`config.mk`:
```
export PLATFORM = sky130hd
export DESIGN_NAME = clock_generator_control
export DESIGN_NICKNAME = d
export VERILOG_FILES = /design/src/clock_gen_pkg.sv /design/src/clock_generator_control.sv
export VERILOG_INCLUDE_DIRS = /design/src
export SDC_FILE = /design/constraint.sdc
export NUM_CORES = 1
export LEC_CHECK = 0
export BUFFER_PORTS_ARGS = -buffer_cell sky130_fd_sc_hd__buf_2
export CAP_MARGIN = 0
export CORE_ASPECT_RATIO = 0.6
export CORE_MARGIN = 3
export CORE_UTILIZATION = 30
export CTS_BUF_LIST = sky130_fd_sc_hd__clkbuf_16
export DETAILED_ROUTE_END_ITERATION = 10
export GPL_TIMING_DRIVEN = 0
export PLACE_DENSITY_LB_ADDON = 0.1
export SLEW_MARGIN = 40
export SYNTH_ARGS = -nofsm -noshare
export SYNTH_HDL_FRONTEND = slang
export SYNTH_SLANG_ARGS = --single-unit
```
`constraint.sdc`:
```
create_clock -name clk -period 4.3 [get_ports clk]
set_input_delay 0 -clock clk [delete_from_list [all_inputs] [get_ports clk]]
set_output_delay 0 -clock clk [all_outputs]
set_load 0.05 [all_outputs]
```
`src/clock_gen_regs.svh`:
```
// Purpose: Register offsets, field positions, reset values and timing counts for the clock generator control
// Assumes: 32-bit AHB-Lite word registers, byte address = four times the register index
// Notes: Definitions only
`ifndef CLOCK_GEN_REGS_SVH
`define CLOCK_GEN_REGS_SVH

// Register indices count 32-bit words, so every index is scaled by four on the bus
`define CG_IDX_CONTROL 16'h0000
`define CG_IDX_MULT 16'h0001
`define CG_IDX_TRIM 16'h0002
`define CG_IDX_DIVIDER 16'h0003
`define CG_IDX_STAGE 16'h0004
`define CG_IDX_STORE_5V 16'hFF80
`define CG_IDX_STORE_3V 16'hFF81
`define CG_OFS_CONTROL 32'h0000_0000
`define CG_OFS_MULT 32'h0000_0004
`define CG_OFS_TRIM 32'h0000_0008
`define CG_OFS_DIVIDER 32'h0000_000C
`define CG_OFS_STAGE 32'h0000_0010
`define CG_OFS_STORE_5V 32'h0003_FE00
`define CG_OFS_STORE_3V 32'h0003_FE04

`define CG_BIT_IRQ_EN 7
`define CG_BIT_FLAG 6
`define CG_BIT_MON_ON 5
`define CG_BIT_SEL 4
`define CG_BIT_INT_EN 3
`define CG_BIT_INT_STABLE 2
`define CG_BIT_EXT_EN 1
`define CG_BIT_EXT_STABLE 0

`define CG_RESET_MULT 7'h15
`define CG_RESET_TRIM 8'h80
`define CG_DIV_MAX 4'h9
`define CG_EXT_STABLE_CYCLES 4096
`define CG_EXT_STABLE_CYCLES_FAST 16

`endif

```
`src/clock_gen_pkg.sv`:
```
// Purpose: Types shared by the clock generator control
// Assumes: Used together with clock_gen_regs.svh
// Notes: Types only
package clock_gen_pkg;

  typedef struct packed {
    logic irq_en;
    logic flag;
    logic mon_on;
    logic sel;
    logic int_en;
    logic int_stable;
    logic ext_en;
    logic ext_stable;
  } control_type;

  typedef struct packed {
    logic [6:0] multiplier_factor;
    logic [7:0] trim_factor;
    logic [3:0] divider_field;
    logic [7:0] stage_field;
  } osc_setting_type;

  typedef enum logic [2:0] {
    BUS_IDLE = 3'b001,
    BUS_WRITE = 3'b010,
    BUS_READ = 3'b100
  } bus_state_type;

endpackage

```
`src/clock_generator_control.sv`:
```
// Purpose: Control and status logic of an on-chip clock generator, reached over AHB-Lite
// Assumes: Clock monitor, stability detector, loop filter and oscillator sit outside and report by level pins
// Notes: Store bytes come from nonvolatile storage as input buses; writes to them are dropped
//
// What this block does
// - Interrupt when enable and flag both set
// - Irq enable settable only after monitor on
// - Monitor sets flag on dead clock
// - Flag cleared by read-then-write-zero, or monitor off
// - Monitor on needs both enables, both stable
// - Flag set holds monitor on
// - Monitor off forced by enables, stop, reset
// - Select picks external or internal clock
// - Select changes only after target clock stable
// - Dead clocks or disabled enables force select
// - Internal enable clear needs select, monitor off
// - Internal stable tracks lock, cleared by events
// - External enable clear needs select clear, monitor clear
// - External stable after 4096 external cycles
// - Multiplier seven bits, zero acts one, reset 21
// - Multiplier, trim writes ignored while monitor on
// - Trim eight bits, centre code at reset
// - Divider stages, loop filter drives, cap nine
// - Stage write refused while internal enable set
// - Stop without option halts clocks low
//
// The AHB-Lite register port was chosen for this implementation.
`timescale 1ns/1ns
`default_nettype none
`include "clock_gen_regs.svh"

module clock_generator_control #(
  parameter int unsigned EXT_STABLE_CYCLES = `CG_EXT_STABLE_CYCLES,
  parameter logic [7:0] STORE_5V_DEFAULT = 8'h00,
  parameter logic [7:0] STORE_3V_DEFAULT = 8'h00
) (
  input wire logic clk,
  input wire logic nrst,
  input wire logic hsel,
  input wire logic [31:0] haddr,
  input wire logic [1:0] htrans,
  input wire logic hwrite,
  input wire logic [2:0] hsize,
  input wire logic [31:0] hwdata,
  input wire logic hready,
  output logic [31:0] hrdata,
  output logic hreadyout,
  output logic hresp,
  input wire logic stop_mode,
  input wire logic stop_oscillator_option,
  input wire logic internal_clock_dead,
  input wire logic external_clock_dead,
  input wire logic internal_lock,
  input wire logic external_clock_tick,
  input wire logic filter_valid,
  input wire logic [3:0] filter_divider,
  input wire logic [7:0] filter_stage,
  input wire logic [7:0] store_5v,
  input wire logic [7:0] store_3v,
  output logic monitor_irq,
  output logic clock_select,
  output logic internal_gen_run,
  output logic external_gen_run,
  output logic oscillator_output_enable,
  output logic [6:0] multiplier_effective,
  output logic [7:0] oscillator_trim_out,
  output logic [3:0] divider_effective,
  output logic [7:0] stage_out
);

  ////////////////////////////////////////////////////////////////////////////
  // Reset release and decode helpers

  logic [1:0] rst_sync;
  logic rst_n;

  always_ff @(posedge clk or negedge nrst) begin
    if (!nrst) begin
      rst_sync <= 2'b00;
    end else begin
      rst_sync <= {rst_sync[0], 1'b1};
    end
  end
  assign rst_n = rst_sync[1];

  function automatic logic at(input logic [15:0] a, input logic [15:0] ofs);
    at = (a == ofs);
  endfunction

  ////////////////////////////////////////////////////////////////////////////
  // AHB-Lite slave: zero wait states, OKAY always

  clock_gen_pkg::bus_state_type bus_state;
  logic [15:0] addr_q;
  logic take;

  assign take = hsel && hready && htrans[1];

  always_ff @(posedge clk or negedge rst_n) begin
    if (!rst_n) begin
      bus_state <= clock_gen_pkg::BUS_IDLE;
      addr_q <= 16'h0000;
    end else if (take) begin
      bus_state <= hwrite ? clock_gen_pkg::BUS_WRITE : clock_gen_pkg::BUS_READ;
      addr_q <= haddr[17:2];
    end else if (hready) begin
      bus_state <= clock_gen_pkg::BUS_IDLE;
    end
  end

  always_ff @(posedge clk or negedge rst_n) begin
    if (!rst_n) begin
      hreadyout <= 1'b1;
      hresp <= 1'b0;
    end else begin
      hreadyout <= 1'b1;
      hresp <= 1'b0;
    end
  end

  logic wr_ctl;
  logic wr_mult;
  logic wr_trim;
  logic wr_div;
  logic wr_stage;
  logic rd_ctl;

  always_comb begin
    wr_ctl = 1'b0;
    wr_mult = 1'b0;
    wr_trim = 1'b0;
    wr_div = 1'b0;
    wr_stage = 1'b0;
    case (bus_state)
      clock_gen_pkg::BUS_WRITE: begin
        wr_ctl = at(addr_q, `CG_IDX_CONTROL);
        wr_mult = at(addr_q, `CG_IDX_MULT);
        wr_trim = at(addr_q, `CG_IDX_TRIM);
        wr_div = at(addr_q, `CG_IDX_DIVIDER);
        wr_stage = at(addr_q, `CG_IDX_STAGE);
      end
      default: begin
        wr_ctl = 1'b0;
      end
    endcase
  end
  assign rd_ctl = take && !hwrite && at(haddr[17:2], `CG_IDX_CONTROL);

  ////////////////////////////////////////////////////////////////////////////
  // Control register

  clock_gen_pkg::control_type ctl;
  clock_gen_pkg::control_type prev;
  clock_gen_pkg::control_type w;
  logic stop_kill;
  logic flag_armed;
  logic [12:0] ext_count;

  assign stop_kill = stop_mode && !stop_oscillator_option;
  assign w = clock_gen_pkg::control_type'(hwdata[7:0]);

  // One-cycle history: bits must have stood a bus cycle before a change is allowed
  always_ff @(posedge clk or negedge rst_n) begin
    if (!rst_n) begin
      prev <= '0;
    end else begin
      prev <= ctl;
    end
  end

  // Read of a set flag arms the software clear
  always_ff @(posedge clk or negedge rst_n) begin
    if (!rst_n) begin
      flag_armed <= 1'b0;
    end else if (!ctl.flag) begin
      flag_armed <= 1'b0;
    end else if (rd_ctl) begin
      flag_armed <= 1'b1;
    end
  end

  always_ff @(posedge clk or negedge rst_n) begin
    if (!rst_n) begin
      ext_count <= '0;
    end else if (!ctl.ext_en || external_clock_dead || stop_kill) begin
      ext_count <= '0;
    end else if (external_clock_tick && ext_count < 13'(EXT_STABLE_CYCLES)) begin
      ext_count <= ext_count + 13'd1;
    end
  end

  clock_gen_pkg::control_type next_ctl;

  always_comb begin
    next_ctl = ctl;
    // Flag: set wins over the software clear
    if (wr_ctl && !w.flag && flag_armed) begin
      next_ctl.flag = 1'b0;
    end
    if (ctl.mon_on && (internal_clock_dead || external_clock_dead)) begin
      next_ctl.flag = 1'b1;
    end
    if (!ctl.mon_on) begin
      next_ctl.flag = 1'b0;
    end
    // Monitor on
    if (wr_ctl) begin
      if (!w.mon_on) begin
        next_ctl.mon_on = 1'b0;
      end else if (prev.int_en && prev.ext_en && prev.int_stable && prev.ext_stable &&
                   ctl.int_en && ctl.ext_en && ctl.int_stable && ctl.ext_stable) begin
        next_ctl.mon_on = 1'b1;
      end
    end
    if (ctl.flag) begin
      next_ctl.mon_on = 1'b1;
    end
    if (!ctl.int_en || !ctl.ext_en || stop_kill) begin
      next_ctl.mon_on = 1'b0;
    end
    // Interrupt enable
    if (wr_ctl) begin
      next_ctl.irq_en = w.irq_en && ctl.mon_on && prev.mon_on;
    end
    if (!next_ctl.mon_on) begin
      next_ctl.irq_en = 1'b0;
    end
    // Clock select
    if (wr_ctl) begin
      if (w.sel && prev.ext_en && prev.ext_stable && ctl.ext_en && ctl.ext_stable) begin
        next_ctl.sel = 1'b1;
      end else if (!w.sel && prev.int_en && prev.int_stable && ctl.int_en && ctl.int_stable) begin
        next_ctl.sel = 1'b0;
      end
    end
    if (internal_clock_dead || !ctl.int_en) begin
      next_ctl.sel = 1'b1;
    end
    if (external_clock_dead || !ctl.ext_en) begin
      next_ctl.sel = 1'b0;
    end
    // Internal enable
    if (wr_ctl) begin
      if (w.int_en) begin
        next_ctl.int_en = 1'b1;
      end else if (prev.sel && !prev.mon_on && ctl.sel && !ctl.mon_on) begin
        next_ctl.int_en = 1'b0;
      end
    end
    if (ctl.mon_on || !ctl.sel) begin
      next_ctl.int_en = 1'b1;
    end
    // External enable
    if (wr_ctl) begin
      if (w.ext_en) begin
        next_ctl.ext_en = 1'b1;
      end else if (!prev.sel && !prev.mon_on && !ctl.sel && !ctl.mon_on) begin
        next_ctl.ext_en = 1'b0;
      end
    end
    if (ctl.mon_on || ctl.sel) begin
      next_ctl.ext_en = 1'b1;
    end
    // Stable indicators
    next_ctl.int_stable = internal_lock;
    if (internal_clock_dead || !next_ctl.int_en || ((wr_mult || wr_trim) && !ctl.mon_on) || stop_kill) begin
      next_ctl.int_stable = 1'b0;
    end
    next_ctl.ext_stable = (ext_count >= 13'(EXT_STABLE_CYCLES));
    if (external_clock_dead || !next_ctl.ext_en || stop_kill) begin
      next_ctl.ext_stable = 1'b0;
    end
  end

  always_ff @(posedge clk or negedge rst_n) begin
    if (!rst_n) begin
      ctl <= 8'h08; // Internal enable set, all else clear
    end else begin
      ctl <= next_ctl;
    end
  end

  ////////////////////////////////////////////////////////////////////////////
  // Oscillator settings

  clock_gen_pkg::osc_setting_type osc;
  logic [6:0] mult_q;
  logic [7:0] trim_q;
  logic [3:0] div_q;
  logic [7:0] stage_q;
  logic div_loaded;
  logic stage_loaded;
  assign osc = {mult_q, trim_q, div_q, stage_q};

  always_ff @(posedge clk or negedge rst_n) begin
    if (!rst_n) begin
      mult_q <= `CG_RESET_MULT;
      trim_q <= `CG_RESET_TRIM;
    end else begin
      if (wr_mult && !ctl.mon_on) begin
        mult_q <= hwdata[6:0];
      end
      if (wr_trim && !ctl.mon_on) begin
        trim_q <= hwdata[7:0];
      end
    end
  end

  // Divider and stage follow the running oscillator, so reset leaves them alone
  always_ff @(posedge clk) begin
    if (ctl.int_en && filter_valid) begin
      div_q <= filter_divider;
      stage_q <= filter_stage;
    end else begin
      if (wr_div && !ctl.int_en) begin
        div_q <= hwdata[3:0];
      end
      if (wr_stage && !ctl.int_en) begin
        stage_q <= hwdata[7:0];
      end
    end
  end

  // Unknown divider and stage contents read as zero until a value really lands; refused writes do not count
  always_ff @(posedge clk or negedge rst_n) begin
    if (!rst_n) begin
      div_loaded <= 1'b0;
      stage_loaded <= 1'b0;
    end else begin
      div_loaded <= div_loaded || (ctl.int_en && filter_valid) || (wr_div && !ctl.int_en);
      stage_loaded <= stage_loaded || (ctl.int_en && filter_valid) || (wr_stage && !ctl.int_en);
    end
  end

  ////////////////////////////////////////////////////////////////////////////
  // Read data and outputs

  logic [31:0] next_rdata;

  always_comb begin
    next_rdata = 32'h0000_0000;
    if (take && !hwrite) begin
      if (at(haddr[17:2], `CG_IDX_CONTROL)) begin
        next_rdata[7:0] = ctl;
      end else if (at(haddr[17:2], `CG_IDX_MULT)) begin
        next_rdata[6:0] = osc.multiplier_factor;
      end else if (at(haddr[17:2], `CG_IDX_TRIM)) begin
        next_rdata[7:0] = osc.trim_factor;
      end else if (at(haddr[17:2], `CG_IDX_DIVIDER)) begin
        next_rdata[3:0] = div_loaded ? osc.divider_field : 4'h0;
      end else if (at(haddr[17:2], `CG_IDX_STAGE)) begin
        next_rdata[7:0] = stage_loaded ? osc.stage_field : 8'h00;
      end else if (at(haddr[17:2], `CG_IDX_STORE_5V)) begin
        next_rdata[7:0] = store_5v;
      end else if (at(haddr[17:2], `CG_IDX_STORE_3V)) begin
        next_rdata[7:0] = store_3v;
      end
    end
  end

  always_ff @(posedge clk or negedge rst_n) begin
    if (!rst_n) begin
      hrdata <= 32'h0000_0000;
    end else if (take) begin
      hrdata <= next_rdata;
    end
  end

  always_ff @(posedge clk or negedge rst_n) begin
    if (!rst_n) begin
      monitor_irq <= 1'b0;
      clock_select <= 1'b0;
      internal_gen_run <= 1'b0;
      external_gen_run <= 1'b0;
      oscillator_output_enable <= 1'b0;
      multiplier_effective <= `CG_RESET_MULT;
      oscillator_trim_out <= `CG_RESET_TRIM;
      divider_effective <= 4'h0;
      stage_out <= 8'h00;
    end else begin
      monitor_irq <= next_ctl.irq_en && next_ctl.flag;
      clock_select <= next_ctl.sel;
      internal_gen_run <= next_ctl.int_en && !stop_kill;
      external_gen_run <= next_ctl.ext_en && !stop_kill;
      oscillator_output_enable <= !stop_kill;
      multiplier_effective <= (osc.multiplier_factor == 7'h00) ? 7'h01 : osc.multiplier_factor;
      oscillator_trim_out <= osc.trim_factor;
      divider_effective <= !div_loaded ? 4'h0 :
                           (osc.divider_field > `CG_DIV_MAX) ? `CG_DIV_MAX : osc.divider_field;
      stage_out <= stage_loaded ? osc.stage_field : 8'h00;
    end
  end

endmodule
`default_nettype wire

```
After elaboration in Yosys (flattened, before gate mapping)
Cells that the tools add are included.
Cells by class
  add/sub/neg operators: 1
  multipliers: 0
  divide/modulo/power cells: 0
  $lt $le $gt $ge: 3
  equality and inequality tests: 12
  shift operators: 0
  muxes and demuxes: 56
  bitwise gates (word level): 0
  reduce and logical (&&, ||, !) cells: 82
Operators by type and width (number)
  $mux 8: 9
  $eq 16x2->1 const B: 4
  $logic_and 1x1->1: 41
  $mux 1: 33
  $eq 16x1->1 const B: 2
  $eq 16x16->1 const B: 2
  $eq 16x3->1 const B: 2
  $logic_not 16->1: 2
  $mux 4: 7
  $mux 13: 2
  $logic_or 1x1->1: 18
  $mux 7: 2
  $add 13x1->13 const B: 1
  $ge 13x13->1 const B: 1
  $logic_not 1->1: 13
  $lt 13x13->1 const B: 1
  $mux 3: 3
  $reduce_bool 2->1: 4
  $logic_not 7->1: 1
  $gt 4x4->1 const B: 1
  $reduce_bool 4->1: 1
  $eq 3x2->1 const B: 1
  $reduce_bool 3->1: 1
  $ne 2x2->1 const B: 1
  $reduce_and 2->1: 1
Storage, ports and cells
  register bits: 117
  bits in latches: 0
  memory bits (writable): 0
  memory bits (read-only): 0
  bits of input ports: 109
  output and inout bits: 66
  logic and storage cells: 188
  memories kept: 0

Logic depth before layout (Yosys ltp)
  depth in word-level cells: 14
  depth in mapped cells: 6
  depth with buffers taken out: 6

Worst setup path after synthesis
OpenSTA, ideal clock, no wires.
  path type: flip-flop to flip-flop
  start point: reg addr_q[3]
  end point: reg stage_q[0], enable pin
  setup time: 0.388 ns
  data arrival time: 1.707 ns
  data required time: 3.912 ns
  slack: 2.205 ns
  stages on the path, launching flop included: 5
  buffers on the path: 1
  clock period less this slack: 2.095 ns
  cells stage by stage: dfrtp_1 nor4_1 nand4_1 buf_6 o31ai_1
Between the ends
  word-level cells in the longest chain between the ends: 4
Ends and longest elaborated chain
  start, declared: RTL line clock_generator_control.sv:94  | logic [15:0] addr_q;
  start signal, assigned: RTL line clock_generator_control.sv:105  | addr_q <= haddr[17:2];
  $eq 16x3->1: RTL line clock_generator_control.sv:87  | at = (a == ofs);
  $mux 1: RTL line clock_generator_control.sv:134  | case (bus_state)
  $logic_and 1x1->1: RTL line clock_generator_control.sv:318  | if (wr_stage && !ctl.int_en) begin
  $reduce_bool 2->1 (no line)
  end signal, assigned: RTL line clock_generator_control.sv:313  | stage_q <= filter_stage;
  end signal, assigned: RTL line clock_generator_control.sv:319  | stage_q <= hwdata[7:0];
  end, declared: RTL line clock_generator_control.sv:290  | logic [7:0] stage_q;
No other way between the ends.
A chain may end at the register's enable or synchronous reset.

Final worst setup path
  start point: reg ctl[3] (netlist name)
  end point: reg div_q[0] (data pin)
Between the ends
  word-level cells in the longest chain between the ends: 2
Ends and longest elaborated chain
  start, declared: RTL line clock_generator_control.sv:152  | clock_gen_pkg::control_type ctl;
  start signal, assigned: RTL line clock_generator_control.sv:279  | ctl <= next_ctl;
  $logic_and 1x1->1: RTL line clock_generator_control.sv:311  | if (ctl.int_en && filter_valid) begin
  $mux 4: RTL line clock_generator_control.sv:311
  end signal, assigned: RTL line clock_generator_control.sv:312  | div_q <= filter_divider;
  end signal, assigned: RTL line clock_generator_control.sv:316  | div_q <= hwdata[3:0];
  end, declared: RTL line clock_generator_control.sv:289  | logic [3:0] div_q;
No other way between the ends.

==> results by group <==
Run status
  – Status: finished, final reports clean

Yosys
  – Top cell type by total area after synthesis: dfrtp_1
  – Mapped cell area: 5300 um^2
  – Most frequent cell after synthesis: dfrtp_1
  – Ys async rst share: between 80 and 90%
  – Top area cells in the synthesized netlist: dfrtp_1 (45%), edfxtp_1 (6.8%), mux2_2 (5.9%)
  – Most frequent cells after synthesis: dfrtp_1 (95), nand2_1 (55), mux2_2 (28), nor2_1 (27), buf_4 (26)
  – Mean Syn Cell Area: 11.1 um^2
  – Post-synth EDFFs: 12
  – Yosys warnings: 0
  – Synth unique cells: 60
  – Top FF cell, synth: dfrtp_1
  – Mapped Cells: 479
  – Flop and latch count out of synthesis: 117
  – Sequential element share of the synthesized area: between 50% and 60%
  – Synth top area share: around 45%

Global routing
  – Remaining Overflow, GRT: 0
  – Vias in the first global route: about 4300
  – Largest net degree at the start of global routing: 43
  – Initial antenna violation count: 0
  – Gr usage total: between 10% and 20%
  – First-pass GRT wire length: 24900 um

Clock network
  – Cts repair resizes: 0
  – Clk_lat worst skew: a little over 0.4 ns
  – Clock Pin Slew Worst Setup and Hold Paths: about 0.060 ns
  – TritonCTS clock tree: yes
  – CTS buffer count: 17
  – Clock Sinks: around 120
  – Root buf cell: clkbuf_16
  – H-tree levels: 4
  – CTS Buffer Depth: 2

Worst setup path
  – Worst Path Required: ~4.6 ns
  – R2R Setup Slk: between 1.5 and 2 ns
  – Top delay family on crit path: buffers and inverters
  – Slowest stage delay, CP: ~0.55 ns
  – Sum of buffers and inverters on the critical path: 3
  – Reg-to-Reg Start: ctl[3]
  – Cell count of the worst reg-to-reg path: 6
  – Crit-path max FO: 10
  – Reg2reg end: div_q[0]
  – CP max-delay cell: clkbuf_1
  – Critical Path Start Type: register
  – Cell Chain, Critical Path: clkbuf_1, and2_1, clkbuf_1, nand2_1, nand2_1, dlygate4sd3_1
  – Worst EP arrival: between 3 and 4 ns
  – Kind of critical path: reg2reg
  – CP endpoint kind: register

STA
  – Worst Tran Pin Value: roughly 0.79 ns
  – Final setup vio count: 0
  – Final worst path period share: about two thirds
  – Slew Viols, Final: 0
  – Max Clock Skew: about 0.010 ns
  – Fin crit period: 2.78 ns
  – Unrepaired setup endpoints after global routing: false
  – Final setup margin: around 1.5 ns
  – Slew HR: 47.0%
  – Final hold vios: 0
  – Post-route setup TNS: 0 ns
  – Fmax: between 300 and 400 MHz

Finish
  – P&R area growth vs syn: 36.7%
  – Fin nets: 788
  – Layout cells sized above 1: 30.4%
  – Area of the multi-input gates: between 2000 and 2500 um^2
  – Util after Layout: a little over two fifths
  – Post-Layout Inst Area: 7250 um^2
  – Storage cell area: between 3000 and 4000 um^2
  – Fillers: around 1600

Placement
  – Placed cell area: roughly 6300 um^2
  – Placer Congestion: 0.853
  – Worst slack, placed: roughly 1.8 ns
  – DP Wirelength: 12200 um
  – Number of port buffers: just over 100

Drt
  – Vias/cell: around 4.7
  – Initial DRC count: between 300 and 400
  – Final ANT Viol Nets: 0
  – Drc violations: 0
  – Total Wirelength: around 16000 um
  – Number of vias in the routed layout: about 4300
  – WL/cell: between 15 and 20 um
  – Pre-antenna DRT Iters: 5

Floorplanning
  – Chip height: around 110 um
  – Row Count: 36
  – DIE WIDTH: approximately 180 um
  – Initial Utilization: between 30% and 40%
  – I/O pin count: around 180
  – Die area: between 15000 and 20000 um^2
  – Core Region: 16800 um^2

Worst hold path
  – Hold endpoint: ctl[2]
  – Worst hold start: internal_lock
  – Hold/Removal Path Class: in2reg
  – Hold Path Stages: 3

Power and ir drop
  – Lkg Pwr: 3.32 nW
  – Power density over the cells: about 380 nW/um^2
  – Worst IR drop on VDD: between 0.0002 and 0.00025 V

Run
  – Max-cap violations: 0
## area by class of cell
class                      count  area share, %
sequential                   117           41.4
multi-input combinational    325           28.6
timing repair buffer         154           14.4
clock buffer                  17           5.87
buffer                        49           4.04
tap                          228           3.93
clock inverter                15           1.04
inverter                      13          0.673
antenna                        1         0.0345
## placed cells by master (no fill, tap or decap), types with 3 or more instances in the layout
| cell | n |
|---|---|
| mux2i_1 | 10 |
| o21ai_0 | 19 |
| dfrtp_1 | 94 |
| and3_1 | 8 |
| nor3_1 | 7 |
| a211oi_1 | 3 |
| xnor2_1 | 3 |
| clkbuf_16 | 17 |
| a211o_1 | 6 |
| nor2_1 | 27 |
| o21a_1 | 3 |
| dfstp_2 | 10 |
| clkinv_2 | 7 |
| inv_1 | 16 |
| nand2_1 | 55 |
| o32ai_1 | 5 |
| a31oi_1 | 3 |
| clkbuf_1 | 17 |
| mux2_2 | 28 |
| xor2_1 | 5 |
| nand3_1 | 8 |
| nor2b_1 | 9 |
| a21oi_1 | 16 |
| or3_1 | 6 |
| conb_1 | 27 |
| dlygate4sd3_1 | 48 |
| nor4_1 | 9 |
| a22oi_1 | 3 |
| buf_4 | 27 |
| nand4_1 | 6 |
| and2_1 | 11 |
| buf_2 | 105 |
| nand2b_1 | 6 |
| o22ai_1 | 3 |
| edfxtp_1 | 12 |
## power by group
part           switching (W)  internal [W]
Clock               0.000501      0.000715
Combinational       0.000218      0.000138
Sequential         0.0000384       0.00117
Total               0.000758       0.00203
## registers in the layout, summed over array words and instances, names as in the netlist, 2 cells and up
signal	flops
addr_q	16
bus_state	3
ctl	7
div_q	4
divider_effective	4
ext_count	13
hrdata	8
mult_q	7
multiplier_effective	7
oscillator_trim_out	8
prev	6
rst_sync	2
stage_out	8
stage_q	8
trim_q	8
## worst max-delay path by stage
stage / startpoint / to / cells past startpoint
3_3_place_gp: rst_sync[1] / ctl[6] / 0
3_5_place_dp: bus_state[2] / trim_q[5] / 5
4_1_cts: ctl[3] / div_q[0] / 6
6_report: ctl[3] / div_q[0] / 6
2_1_floorplan: rst_sync[1] / addr_q[0] / 0
5_1_grt: ctl[3] / div_q[0] / 6
## worst register-to-register path: stages (launching register included)
cell,delay (ns)
dfstp_2,0.52
clkbuf_1,0.51
and2_1,0.26
clkbuf_1,0.55
nand2_1,0.17
nand2_1,0.10
dlygate4sd3_1,0.54
## kinds of logic after synthesis
family	share of synthesized area (%)
fa+ha+maj	0.472
other cells	0.142
buf+inv	6.44
flops	56.6
compound gates	9.46
xor+xnor	1.32
simple gates	17.8
mux	7.83
## metal layers
| layer | GRT usage (%) | up-vias | routed length (um) |
|---|---|---|---|
| li1 | - | 2039 | - |
| met1 | 26.5 | 2157 | 8470 |
| met2 | 23.6 | 133 | 6540 |
| met3 | 5.01 | 14 | 1050 |
| met4 | 4.70 | 0 | 181 |
| met5 | 0 | - | 0 |
## per-stage QoR
stage / hold slack, ns / total power (W) / instances
3_5_place_dp: -0.214 / 0.00155 / 838
4_1_cts: 0.00769 / 0.00281 / 918
2_1_floorplan: -0.296 / 0.00144 / 504
6_report: 0.0352 / 0.00279 / 919
3_3_place_gp: -0.215 / 0.00154 / 835
5_1_grt: 0.0185 / 0.00290 / 918
## repair_timing
item | CTS | global route
buffers inserted | 0 | 0
hold endpoints to repair | 56 | 0
hold buffers | 48 | 0
Power figures use the tool's default switching activity.
